### config.mk
export PLATFORM = sky130hd
export DESIGN_NAME = adcpi_top
export DESIGN_NICKNAME = d
export VERILOG_FILES = /design/src/rtl/adcpi_pkg.sv /design/src/rtl/adcpi_sar.sv /design/src/rtl/adcpi_top.sv
export SDC_FILE = /design/constraint.sdc
export NUM_CORES = 1
export LEC_CHECK = 0
export BUFFER_PORTS_ARGS = -buffer_cell sky130_fd_sc_hd__clkbuf_2
export CORE_MARGIN = 5
export CORE_UTILIZATION = 30
export CTS_CLUSTER_DIAMETER = 80
export DETAILED_ROUTE_END_ITERATION = 10
export PLACE_DENSITY = 0.55
export SYNTH_ARGS = -nofsm -noshare
export SYNTH_HDL_FRONTEND = slang
export SYNTH_SLANG_ARGS = --single-unit
export TNS_END_PERCENT = 1
### constraint.sdc
create_clock -name clk -period 3.4 [get_ports clk]
set_input_delay 0.34 -clock clk [delete_from_list [all_inputs] [get_ports clk]]
set_output_delay 0.34 -clock clk [all_outputs]
set_load 0.02 [all_outputs]
### src/rtl/adcpi_pkg.sv
// constants and types shared by the parallel host interface of the adc
// assumes a single 250 MHz system clock and synchronous pin inputs
package adcpi_pkg;

  // ****************************************
  // widths and field positions
  // ****************************************
  localparam int RES_W       = 12;
  localparam int BYTE_W      = 8;
  localparam int HI_W        = 4;
  localparam int HI_LSB      = 8;
  localparam int CFG_ACQ_BIT = 5;  // 0: internal acquisition, 1: external
  localparam int BIT_W       = 4;

  // ****************************************
  // timing
  // ****************************************
  localparam int SYS_CLK_NS  = 4;
  localparam int INT_OSC_NS  = 208;  // internal conversion clock period
  localparam int OSC_DIV     = INT_OSC_NS / SYS_CLK_NS;
  localparam int OSC_W       = 6;
  localparam int CNT_W       = 4;
  localparam int CONV_CLKS   = 13;   // conversion clocks per conversion
  localparam int ACQ_CLKS    = 4;    // internal acquisition clocks

  // ****************************************
  // reset values
  // ****************************************
  localparam logic [BYTE_W-1:0] CFG_RST  = 8'h00;
  localparam logic [RES_W-1:0]  RES_RST  = 12'h000;
  localparam logic [HI_W-1:0]   HI_PAD   = 4'h0;

  typedef enum logic [1:0] {
    ADCPI_IDLE,
    ADCPI_ACQ_INT,
    ADCPI_ACQ_EXT,
    ADCPI_CONV
  } adcpi_state_t;

endpackage

### src/rtl/adcpi_sar.sv
// successive-approximation register: one decision per conversion clock
// assumes start, step and finish are single-cycle strobes from the host
// interface controller, qualified by clk_en
`timescale 1ns/100ps

module adcpi_sar #(
  parameter int RES_W = adcpi_pkg::RES_W
) (
  input  wire logic             clk,
  input  wire logic             srst,
  input  wire logic             clk_en,
  input  wire logic             start,
  input  wire logic             step,
  input  wire logic             finish,
  input  wire logic [RES_W-1:0] sample,
  output logic      [RES_W-1:0] result
);

  typedef struct packed {
    logic [RES_W-1:0]             held;
    logic [RES_W-1:0]             work;
    logic [adcpi_pkg::BIT_W-1:0]  bitpos;
    logic                         busy;
    logic [RES_W-1:0]             result;
  } adcpi_sar_t;

  adcpi_sar_t s_reg;
  adcpi_sar_t s_next;

  always_comb begin
    logic [RES_W-1:0] trial;
    trial  = s_reg.work | (RES_W'(1) << s_reg.bitpos);
    s_next = s_reg;
    if (start) begin
      s_next.held   = sample;
      s_next.work   = adcpi_pkg::RES_RST;
      s_next.bitpos = adcpi_pkg::BIT_W'(RES_W - 1);
      s_next.busy   = 1'b1;
    end else if (step && s_reg.busy) begin
      if (trial <= s_reg.held) begin
        s_next.work = trial;
      end
      if (s_reg.bitpos == '0) begin
        s_next.busy = 1'b0;
      end else begin
        s_next.bitpos = s_reg.bitpos - 1'b1;
      end
    end
    // result only moves at the end, so a read mid-conversion sees old data
    if (finish) begin
      s_next.result = s_next.work;
    end
  end

  always_ff @(posedge clk) begin
    if (srst) begin
      s_reg <= '0;
    end else if (clk_en) begin
      s_reg <= s_next;
    end
  end

  assign result = s_reg.result;

endmodule

### src/rtl/adcpi_top.sv
// parallel host interface of a 12-bit successive-approximation converter
// assumes all pins, the conversion clock pin included, are synchronous to
// clk; the data bus is split into input, output and output enable
`timescale 1ns/100ps

module adcpi_top #(
  parameter int CONV_CLKS = adcpi_pkg::CONV_CLKS,
  parameter int ACQ_CLKS  = adcpi_pkg::ACQ_CLKS,
  parameter int OSC_DIV   = adcpi_pkg::OSC_DIV
) (
  input  wire logic                         clk,
  input  wire logic                         srst,
  input  wire logic                         clk_en,
  input  wire logic                         chip_select_n,
  input  wire logic                         read_strobe_n,
  input  wire logic                         write_strobe_n,
  input  wire logic                         high_byte_select,
  input  wire logic [adcpi_pkg::BYTE_W-1:0] data_in,
  input  wire logic                         conv_clk_pin,
  input  wire logic                         clock_mode_ext,
  input  wire logic [adcpi_pkg::RES_W-1:0]  analog_sample,
  output logic      [adcpi_pkg::BYTE_W-1:0] data_out,
  output logic                              data_oe,
  output logic                              conversion_done_n,
  output logic      [adcpi_pkg::BYTE_W-1:0] config_byte
);

  // ****************************************
  // state
  // ****************************************
  typedef struct packed {
    adcpi_pkg::adcpi_state_t          state;
    logic [adcpi_pkg::BYTE_W-1:0]     cfg;
    logic [adcpi_pkg::CNT_W-1:0]      cnt;
    logic [adcpi_pkg::OSC_W-1:0]      osc;
    logic                             pin_prev;
    logic                             rd_prev;
    logic                             wr_prev;
    logic                             reading;
    logic [adcpi_pkg::BYTE_W-1:0]     dout;
    logic                             oe;
    logic                             done_n;
  } adcpi_top_t;

  adcpi_top_t s_reg;
  adcpi_top_t s_next;

  logic                            rd_fall;
  logic                            wr_rise;
  logic                            tick;
  logic                            conv_start;
  logic                            conv_last;
  logic [adcpi_pkg::RES_W-1:0]     result;

  // byte lane of the result selected by high_byte_select
  function automatic logic [adcpi_pkg::BYTE_W-1:0] lane(
    input logic                        hi,
    input logic [adcpi_pkg::RES_W-1:0] r
  );
    if (hi) begin
      lane = {adcpi_pkg::HI_PAD,
              r[adcpi_pkg::HI_LSB +: adcpi_pkg::HI_W]};
    end else begin
      lane = r[adcpi_pkg::BYTE_W-1:0];
    end
  endfunction

  // ****************************************
  // next state
  // ****************************************
  always_comb begin
    s_next     = s_reg;
    conv_start = 1'b0;
    conv_last  = 1'b0;
    rd_fall    = s_reg.rd_prev & ~read_strobe_n & ~chip_select_n;
    wr_rise    = ~s_reg.wr_prev & write_strobe_n & ~chip_select_n;
    // external clock counts its falling edges; internal clock is a divider
    if (clock_mode_ext) begin
      tick = s_reg.pin_prev & ~conv_clk_pin;
    end else begin
      tick = (s_reg.osc == adcpi_pkg::OSC_W'(OSC_DIV - 1));
    end
    s_next.pin_prev = conv_clk_pin;
    s_next.rd_prev  = read_strobe_n;
    s_next.wr_prev  = write_strobe_n;
    if (s_reg.osc == adcpi_pkg::OSC_W'(OSC_DIV - 1)) begin
      s_next.osc = '0;
    end else begin
      s_next.osc = s_reg.osc + 1'b1;
    end

    case (s_reg.state)
      adcpi_pkg::ADCPI_IDLE: begin
        if (wr_rise) begin
          s_next.cfg = data_in;
          s_next.cnt = '0;
          if (data_in[adcpi_pkg::CFG_ACQ_BIT]) begin
            s_next.state = adcpi_pkg::ADCPI_ACQ_EXT;
          end else begin
            s_next.state = adcpi_pkg::ADCPI_ACQ_INT;
          end
        end
      end
      adcpi_pkg::ADCPI_ACQ_INT: begin
        // a write pulse during this window is ignored; only ticks advance the count
        if (tick) begin
          if (s_reg.cnt == adcpi_pkg::CNT_W'(ACQ_CLKS - 1)) begin
            conv_start = 1'b1;
          end else begin
            s_next.cnt = s_reg.cnt + 1'b1;
          end
        end
      end
      adcpi_pkg::ADCPI_ACQ_EXT: begin
        if (wr_rise) begin
          conv_start = 1'b1;
        end
      end
      adcpi_pkg::ADCPI_CONV: begin
        if (tick) begin
          if (s_reg.cnt == adcpi_pkg::CNT_W'(CONV_CLKS - 1)) begin
            conv_last    = 1'b1;
            s_next.state = adcpi_pkg::ADCPI_IDLE;
          end else begin
            s_next.cnt = s_reg.cnt + 1'b1;
          end
        end
      end
      default: begin
        s_next.state = adcpi_pkg::ADCPI_IDLE;
      end
    endcase
    if (conv_start) begin
      s_next.state = adcpi_pkg::ADCPI_CONV;
      s_next.cnt   = '0;
    end

    if (rd_fall) begin
      s_next.reading = 1'b1;
    end else if (read_strobe_n || chip_select_n) begin
      s_next.reading = 1'b0;
    end
    s_next.oe   = s_next.reading;
    s_next.dout = lane(high_byte_select, result);

    if (rd_fall) begin
      s_next.done_n = 1'b1;
    end
    // a completion in the same cycle as a read fall is not lost
    if (conv_last) begin
      s_next.done_n = 1'b0;
    end
  end

  always_ff @(posedge clk) begin
    if (srst) begin
      s_reg         <= '0;
      s_reg.state   <= adcpi_pkg::ADCPI_IDLE;
      s_reg.cfg     <= adcpi_pkg::CFG_RST;
      s_reg.rd_prev <= 1'b1;
      s_reg.wr_prev <= 1'b1;
      s_reg.done_n  <= 1'b1;
    end else if (clk_en) begin
      s_reg <= s_next;
    end
  end

  adcpi_sar #(
    .RES_W (adcpi_pkg::RES_W)
  ) u_sar (
    .clk    (clk),
    .srst   (srst),
    .clk_en (clk_en),
    .start  (conv_start),
    .step   (tick && (s_reg.state == adcpi_pkg::ADCPI_CONV)),
    .finish (conv_last),
    .sample (analog_sample),
    .result (result)
  );

  assign data_out          = s_reg.dout;
  assign data_oe           = s_reg.oe;
  assign conversion_done_n = s_reg.done_n;
  assign config_byte       = s_reg.cfg;
endmodule

==> impl_metrics.ini, run 1 <==
[synthesis]
syn-cell-area_mm2 = 0.00369
synthTopCellsByCount = dfxtp_1 (74), nand2_1 (63), a21oi_1 (43), nor2_1 (38), ha_1 (24)
synth_cell_types = 55
synth_cells = 439
synthMuxAreaShare_pct = 3.80
yosysTopAreaCell = dfxtp_1
ys.flop_type = dfxtp_1
yosysMostFrequentCell = dfxtp_1
synthSimpleGateAreaFrac_pct = 23.2
synth_edf_count = 0
synth_nets = 492
synthTopCellsByArea = dfxtp_1 (40%), ha_1 (8.1%), nand2_1 (6.4%), a21oi_1 (5.8%), nor2_1 (3.9%)
synthDominantCellAreaShare_pct = 40.1
yosys_warnings = 0
synth-compound-area-share_pct = 16.0
syn_avg_cell_area_um2 = 8.41
synth_seq_cells = 74
synth_fa_ha_area_share_pct = 8.13
ys_seq_area_share_pct = 40.1
async_reset_ff_share_pct = 0
synth_top_family_by_area = simple AND/OR/NAND/NOR gates
synthXorXnorAreaFrac_pct = 1.19

[timing]
setup_violations = 0
finalSetupTns_ps = 0
tightest_slew_ps = 998
rsz0062_at_grt = false
drv_slew = 0
post-route-period-util_pct = 83.0
finClkSkew_ps = 7.06
slew_headroom_pct = 33.1
max_freq_ghz = 0.354
timing.final.hold_violations = 0
min_period_ps = 2820

[grt]
antenna_found_initial = 0
groute.layer.met3.usage_pct = 2.80
grt_pass1_vias = 2854
met1_usage_pct = 14.5
grt_pass1_wl_um = 13800
grt.busiest_layer = met2
grt_usage_pct = 11.7
overflow = 0
grt_max_degree = 54
met2_usage_pct = 19.8

[floorplan]
die_area_mm2 = 0.0146
ios = 47
num_rows = 40
core_region_area_mm2 = 0.0121
die_h_um = 121
dieWidth_um = 121
start_util_pct = 30.6

[clocking]
numCtsBuffers = 9
h-tree-depth = 3
cts_resized = 0
post_cts_buffers = 0
cts-root-buf = clkbuf_16
clockBufferDepth = 2
clk_pin_slew_ps = 60
cts_hold_buf = 0
clk_latency_ps = 330
cts_tree = done
cts_sinks = 74

[run_status]
outcome = completed

[cells_and_area]
largest_reg_flops = 29
num_antenna_cells = 0
drive_above_1_share_pct = 16.4
fin_nets = 517
syn2layout_area_growth_pct = 15.6

[drt]
drtAntennaViolNets = 0
drt_wl_total_um = 8370
drt_iter0_drc = 119
dr.pass1.iters = 4
routedWlPerCell_um = 13.1
vias_per_cell = 4.71
post-route-drc-count = 0
vias = 3003

[critical_path]
arrival_ps = 3070
endpoint_kind = flop
critPathLaunchType = flop
crit_fanout = 12
path_class = flop to flop
r2r_slack_ps = 580
worst_ep_required_time_ps = 3650

[place]
portBuffers = 46
hpwl_um = 6190
gp_congestion = 0.788

[min_path]
hold_path.class = input port to flop

[flow_run]
drv_cap = 0

[pwr]
p_per_area_mw_per_mm2 = 466
leakage_nw = 1.72
power_mw = 1.99
vdd_drop_max_uv = 200
==> final cells by class <==
cell class | count | area (um^2)
Sequential cell | 74 | 1480
Inverter | 20 | 75.1
Fill cell | 1279 | 7790
Clock inverter | 6 | 75.1
Multi-Input combinational cell | 310 | 1930
Tap cell | 168 | 210
Clock buffer | 10 | 239
Timing Repair Buffer | 49 | 253
==> cells by family after synthesis <==
group           after synthesis
simple gates                172
mux                          14
buf+inv                      55
xor+xnor                      5
flops                        74
fa+ha+maj                    24
compound gates               95
==> placed cells by master (no fill, tap or decap), types with 3 or more instances in the layout <==
cell type / count
xor2_1: 3
clkbuf_2: 46
a311oi_1: 4
ha_1: 24
mux2i_1: 14
nand4_1: 5
a21oi_1: 43
o22ai_1: 11
nand3b_1: 3
nor3_1: 9
buf_4: 3
nor2b_1: 7
nand2b_1: 12
inv_1: 20
clkinv_4: 3
o21ai_1: 11
nor2_1: 38
clkbuf_16: 9
a211oi_1: 5
and3_1: 14
dfxtp_1: 74
nand3_1: 3
nand2_1: 63
o21ai_0: 5
==> path summary, 6_finish.rpt <==
kind         cells past startpoint         endpoint        startpoint
min reg2reg                      2  u_sar.s_reg[39]   u_sar.s_reg[39]
min                              3  u_sar.s_reg[34]  analog_sample[5]
max reg2reg                     10  u_sar.result[8]   u_sar.s_reg[13]
max                             10  u_sar.result[8]   u_sar.s_reg[13]
==> through the flow <==
step | std cells | hold slack [ps] | utilization, % | setup WS [ps] | area (um^2)
4_1_cts | 637 | 226 | 35.4 | 598 | 4270
2_1_floorplan | 439 | 430 | - | 1210 | 3690
6_report | 637 | 231 | 35.4 | 577 | 4270
3_3_place_gp | 621 | 447 | 32.8 | 700 | 3950
5_1_grt | 637 | 240 | 35.4 | 381 | 4270
3_5_place_dp | 621 | 451 | 32.8 | 617 | 3950
==> worst max-delay path: stages (launching register included) <==
cell,delay (ps)
dfxtp_1,370
inv_1,120
ha_1,270
nand2_1,180
nand2b_1,110
ha_1,190
a21oi_1,180
o21ai_0,150
o41ai_2,470
nand2_1,410
o22ai_1,290
==> report_power, final <==
group	switching (mW)	internal, mW
combinational	0.0738	0.0509
sequential	0.00927	0.880
clock	0.380	0.597
==> layer usage <==
layer / vias to the layer above / routed length [um]
li1: 1561 / -
met1: 1398 / 3890
met2: 35 / 4110
met3: 9 / 237
met4: 0 / 128
met5: - / 0
Power figures use the tool's default switching activity.
==> run 2, diff against run 1 <==
==> constraint.sdc (replaced) <==
create_clock -name clk -period 2.6 [get_ports clk]
set_input_delay 0.26 -clock clk [delete_from_list [all_inputs] [get_ports clk]]
set_output_delay 0.26 -clock clk [all_outputs]
set_load 0.02 [all_outputs]
==> impl_metrics.ini, run 2 (same netlist as run 1, synthesis figures left out) <==
[run_status]
outcome = completed

[min_path]
hold_path.class = input port to flop
hold_start = analog_sample[7]

[critical_path]
cp.buffers_inverters = 2
critPathLaunchType = flop
crit_fanout = 5
crit_path_max_incr_delay_ps = 380
arrival_ps = 2700
path_common_cell = ha_1
startpoint = u_sar.s_reg[14]
path_class = flop to flop
endpoint_kind = flop
cp_top_family = compound AO/OA/AOI/OAI gates
r2r_start = u_sar.s_reg[14]
cp_cell_sequence = buf_4 -> ha_1 -> nand2_1 -> nand2b_1 -> ha_1 -> a21oi_2 -> o21ai_0 -> o41ai_2 -> nand3b_1 -> buf_2 -> o21ai_1
crit_slowest_cell = o41ai_2
worst_ep_required_time_ps = 2870

[clocking]
clk_pin_slew_ps = 60
cts_hold_buf = 0
cts_sinks = 74
numCtsBuffers = 9
cts-root-buf = clkbuf_16
clk_latency_ps = 330
clockBufferDepth = 2
h-tree-depth = 3
cts_tree = done

[floorplan]
die_h_um = 121
die_area_mm2 = 0.0146
dieWidth_um = 121
start_util_pct = 30.6
ios = 47
num_rows = 40
core_region_area_mm2 = 0.0121

[place]
gp_congestion = 0.814
hpwl_um = 6330
dp_cells = 627
portBuffers = 46

[grt]
grt_max_degree = 54
grt_usage_pct = 12.1
grt_pass1_wl_um = 14200
grt_pass1_vias = 3013
overflow = 0
antenna_found_initial = 0

[timing]
drv_slew = 0
min_period_ps = 2430
tightest_slew_ps = 583
max_freq_ghz = 0.411
timing.final.hold_violations = 0
slew_headroom_pct = 61.1
setup_violations = 0
post-route-period-util_pct = 93.6
finClkSkew_ps = 5.83
finalSetupTns_ps = 0

[drt]
vias_per_cell = 4.85
drtAntennaViolNets = 0
routedWlPerCell_um = 13.7
drt_wl_total_um = 8860
drt_iter0_drc = 107
post-route-drc-count = 0
vias = 3127
dr.pass1.iters = 4

[cells_and_area]
final_cell_count_no_fill = 645
fillerInstances = 1265
mostFrequentLayoutCell = dfxtp_1
largest_reg_flops = 29
syn2layout_area_growth_pct = 18.4
final_cell_mix = dfxtp_1 (70), nand2_1 (60), clkbuf_2 (46)
drive_above_1_share_pct = 20.8
fin_nets = 525
num_antenna_cells = 0

[pwr]
leakage_nw = 1.77
p_per_area_mw_per_mm2 = 609
vdd_drop_max_uv = 295
power_mw = 2.66

[flow_run]
drv_cap = 0
[run 2: changes by cell type in the layout (fill, tap and decap cells not counted), moves of 3 or more]
cell / before / now
buf_4: 3 / 9
dfxtp_1: 74 / 70
dfxtp_2: 0 / 3
ha_1: 24 / 21
ha_2: 0 / 3
nand2_1: 63 / 60
nand2_2: 0 / 3
[run 2: what timing repair did]
item                                    in CTS  in global routing
resized for setup                            0                 18
endpoints found under the setup margin       0                 23
setup buffers                                0                  1
[run 2: path summary, 6_finish.rpt]
| kind | to | slack [ps] | cells after the start |
|---|---|---|---|
| worst min register to register | u_sar.s_reg[39] | 460 | 2 |
| worst min-delay path | u_sar.s_reg[36] | 140 | 3 |
| worst max-delay path | u_sar.s_reg[17] | 170 | 11 |
| worst max register to register | u_sar.s_reg[17] | 170 | 11 |
[run 2: stage by stage]
| stage | instance area, um^2 | hold slack (ps) | worst slack (ps) | utilization (%) |
|---|---|---|---|---|
| global route | 4370 | 143 | -11.6 | 36.2 |
| CTS | 4320 | 131 | 112 | 35.8 |
| global placement | 4000 | 443 | 175 | 33.2 |
| finish | 4370 | 142 | 166 | 36.2 |
| detailed placement | 4000 | 449 | 132 | 33.2 |
| floorplan | 3690 | 382 | 408 | - |
[run 2: final cells by class]
| class | instances | area [um^2] | area share, % |
|---|---|---|---|
| Clock buffer | 9 | 225 | 5.15 |
| Clock inverter | 7 | 93.8 | 2.15 |
| Sequential cell | 74 | 1490 | 34.1 |
| Multi-Input combinational cell | 310 | 1960 | 44.9 |
| Tap cell | 168 | 210 | 4.81 |
| Timing Repair Buffer | 57 | 314 | 7.19 |
| Inverter | 20 | 75.1 | 1.72 |
[run 2: worst min-delay path, cell delays in order]
cell and delay, ps:
clkbuf_2 80, nand2_1 40, a21oi_1 50
[run 2: routing by layer]
layer	global-route usage [%]	part of all wire (%)	vias to the layer above
li1	-	-	1577
met1	14.8	47	1493
met2	20.1	49	46
met3	3.12	2.9	11
met4	5.31	1.9	0
met5	0	0	-
[run 2: power by group]
part	switching, mW	internal [mW]
sequential	0.0125	1.15
combinational	0.0958	0.0664
clock	0.499	0.838
total	0.608	2.05
==> run 3, diff against run 2 <==
--- a/config.mk
+++ b/config.mk
@@ -10,7 +10,7 @@
 export CORE_UTILIZATION = 30
 export CTS_CLUSTER_DIAMETER = 80
 export DETAILED_ROUTE_END_ITERATION = 10
-export PLACE_DENSITY = 0.55
+export PLACE_DENSITY = 0.57
 export SYNTH_ARGS = -nofsm -noshare
 export SYNTH_HDL_FRONTEND = slang
 export SYNTH_SLANG_ARGS = --single-unit
==> impl_metrics.ini, run 3 (same netlist as run 1, synthesis figures left out) <==
[critical_path]
path_common_cell = ha_1
crit_path_max_incr_delay_ps = 390
cp_cell_sequence = inv_1 -> ha_1 -> nand2_2 -> nand2b_1 -> ha_1 -> a21o_1 -> a21oi_1 -> nor2b_1 -> o41ai_2 -> nand3b_1 -> buf_4 -> o21ai_0
crit_slowest_cell = o41ai_2
critPathLaunchType = flop
r2r_start = u_sar.s_reg[13]
r2r-end = u_sar.s_reg[24]
path_class = flop to flop
setup.worst_path.end = u_sar.s_reg[24]
crit_fanout = 5
r2r_cells = 12
worst_ep_required_time_ps = 2860
endpoint_kind = flop
r2r_slack_ps = 150
arrival_ps = 2710
startpoint = u_sar.s_reg[13]

[grt]
grt_pass1_wl_um = 14100
overflow = 0
grt_usage_pct = 12.0
antenna_found_initial = 0
grt_pass1_vias = 2999
grt_max_degree = 58

[cells_and_area]
final_cell_mix = dfxtp_1 (70), nand2_1 (61), clkbuf_2 (46)
mostFrequentLayoutCell = dfxtp_1
num_antenna_cells = 0
fillerInstances = 1245
seqCellArea_mm2 = 0.00149
syn2layout_area_growth_pct = 18.6
largest_reg_flops = 29
fin_nets = 524
drive_above_1_share_pct = 19.7
multi_input_area_mm2 = 0.00197

[timing]
post-route-period-util_pct = 94.2
setup_violations = 0
tightest_slew_ps = 649
min_period_ps = 2450
finClkSkew_ps = 9.39
slew_headroom_pct = 56.8
rsz0062_at_grt = false
max_freq_ghz = 0.408
finalSetupTns_ps = 0
drv_slew = 0
timing.final.hold_violations = 0

[drt]
routedWlPerCell_um = 13.3
drt_iter0_drc = 139
dr.pass1.iters = 4
vias_per_cell = 4.85
drt_wl_total_um = 8570
vias = 3122
post-route-drc-count = 0
drtAntennaViolNets = 0

[floorplan]
num_rows = 40
die_h_um = 121
start_util_pct = 30.6
die_area_mm2 = 0.0146
core_region_area_mm2 = 0.0121
dieWidth_um = 121
ios = 47

[pwr]
power_mw = 2.68
p_per_area_mw_per_mm2 = 612
vdd_drop_max_uv = 273
leakage_nw = 1.77

[clocking]
cts_sinks = 74
clockBufferDepth = 2
numCtsBuffers = 9
cts_tree = done
cts_hold_buf = 0
clk_latency_ps = 330
cts-root-buf = clkbuf_16
clk_pin_slew_ps = 60
h-tree-depth = 3

[place]
portBuffers = 46
hpwl_um = 6320
gp_congestion = 0.816

[min_path]
hold_path.class = input port to flop

[flow_run]
drv_cap = 0

[run_status]
outcome = completed
==> run 3: power by group <==
| part | internal [mW] | switching (mW) |
|---|---|---|
| logic | 0.0675 | 0.0988 |
| clock network | 0.869 | 0.480 |
| registers | 1.15 | 0.0121 |
| total | 2.09 | 0.590 |
==> run 3: how the worst min path moves through the flow <==
stage	from	endpoint	slack (ps)	cells past startpoint
6_report	read_strobe_n	s_reg[12]	140	2
5_1_grt	analog_sample[6]	u_sar.s_reg[35]	150	3
4_1_cts	analog_sample[6]	u_sar.s_reg[35]	130	3
3_5_place_dp	u_sar.s_reg[32]	u_sar.s_reg[32]	450	2
3_3_place_gp	u_sar.s_reg[26]	u_sar.s_reg[26]	440	2
2_1_floorplan	write_strobe_n	s_reg[11]	380	1
==> run 3: metal layers <==
metal | wire length [um] | track usage, %
met1 | 3990 | 14.6
met2 | 4040 | 19.8
met3 | 299 | 2.61
met4 | 235 | 6.02
met5 | 0 | 0
==> run 3: final cells by class <==
| class | instances | share of cell area (%) |
|---|---|---|
| Clock buffer | 12 | 5.63 |
| Clock inverter | 4 | 1.69 |
| Inverter | 20 | 1.71 |
| Multi-Input combinational cell | 310 | 45.1 |
| Sequential cell | 74 | 33.9 |
| Tap cell | 168 | 4.80 |
| Timing Repair Buffer | 56 | 7.14 |
==> run 3: metrics by stage <==
step | setup WS, ps | hold WS, ps | instance area [um^2] | utilization [%] | instances
floorplan | 408 | 382 | 3690 | - | 439
global placement | 113 | 445 | 4010 | 33.2 | 628
detailed placement | 64.1 | 452 | 4010 | 33.2 | 628
CTS | 24.7 | 132 | 4330 | 35.9 | 644
global route | 11.9 | 146 | 4380 | 36.3 | 644
finish | 151 | 142 | 4380 | 36.3 | 644
==> run 3: critical path, delay by kind of cell, from the launching register on <==
family,cells,cell delay [ps]
AO/OA/AOI/OAI,4,830
AND/OR/NAND/NOR,4,460
adder cells (fa/ha/maj),2,460
flip-flops,1,350
buffers and inverters,2,280
==> run 3: timing repair <==
action,CTS,global route
setup buffers,0,0
gates resized for setup,0,16
endpoints found under the hold margin,0,0
setup endpoints to repair,0,24
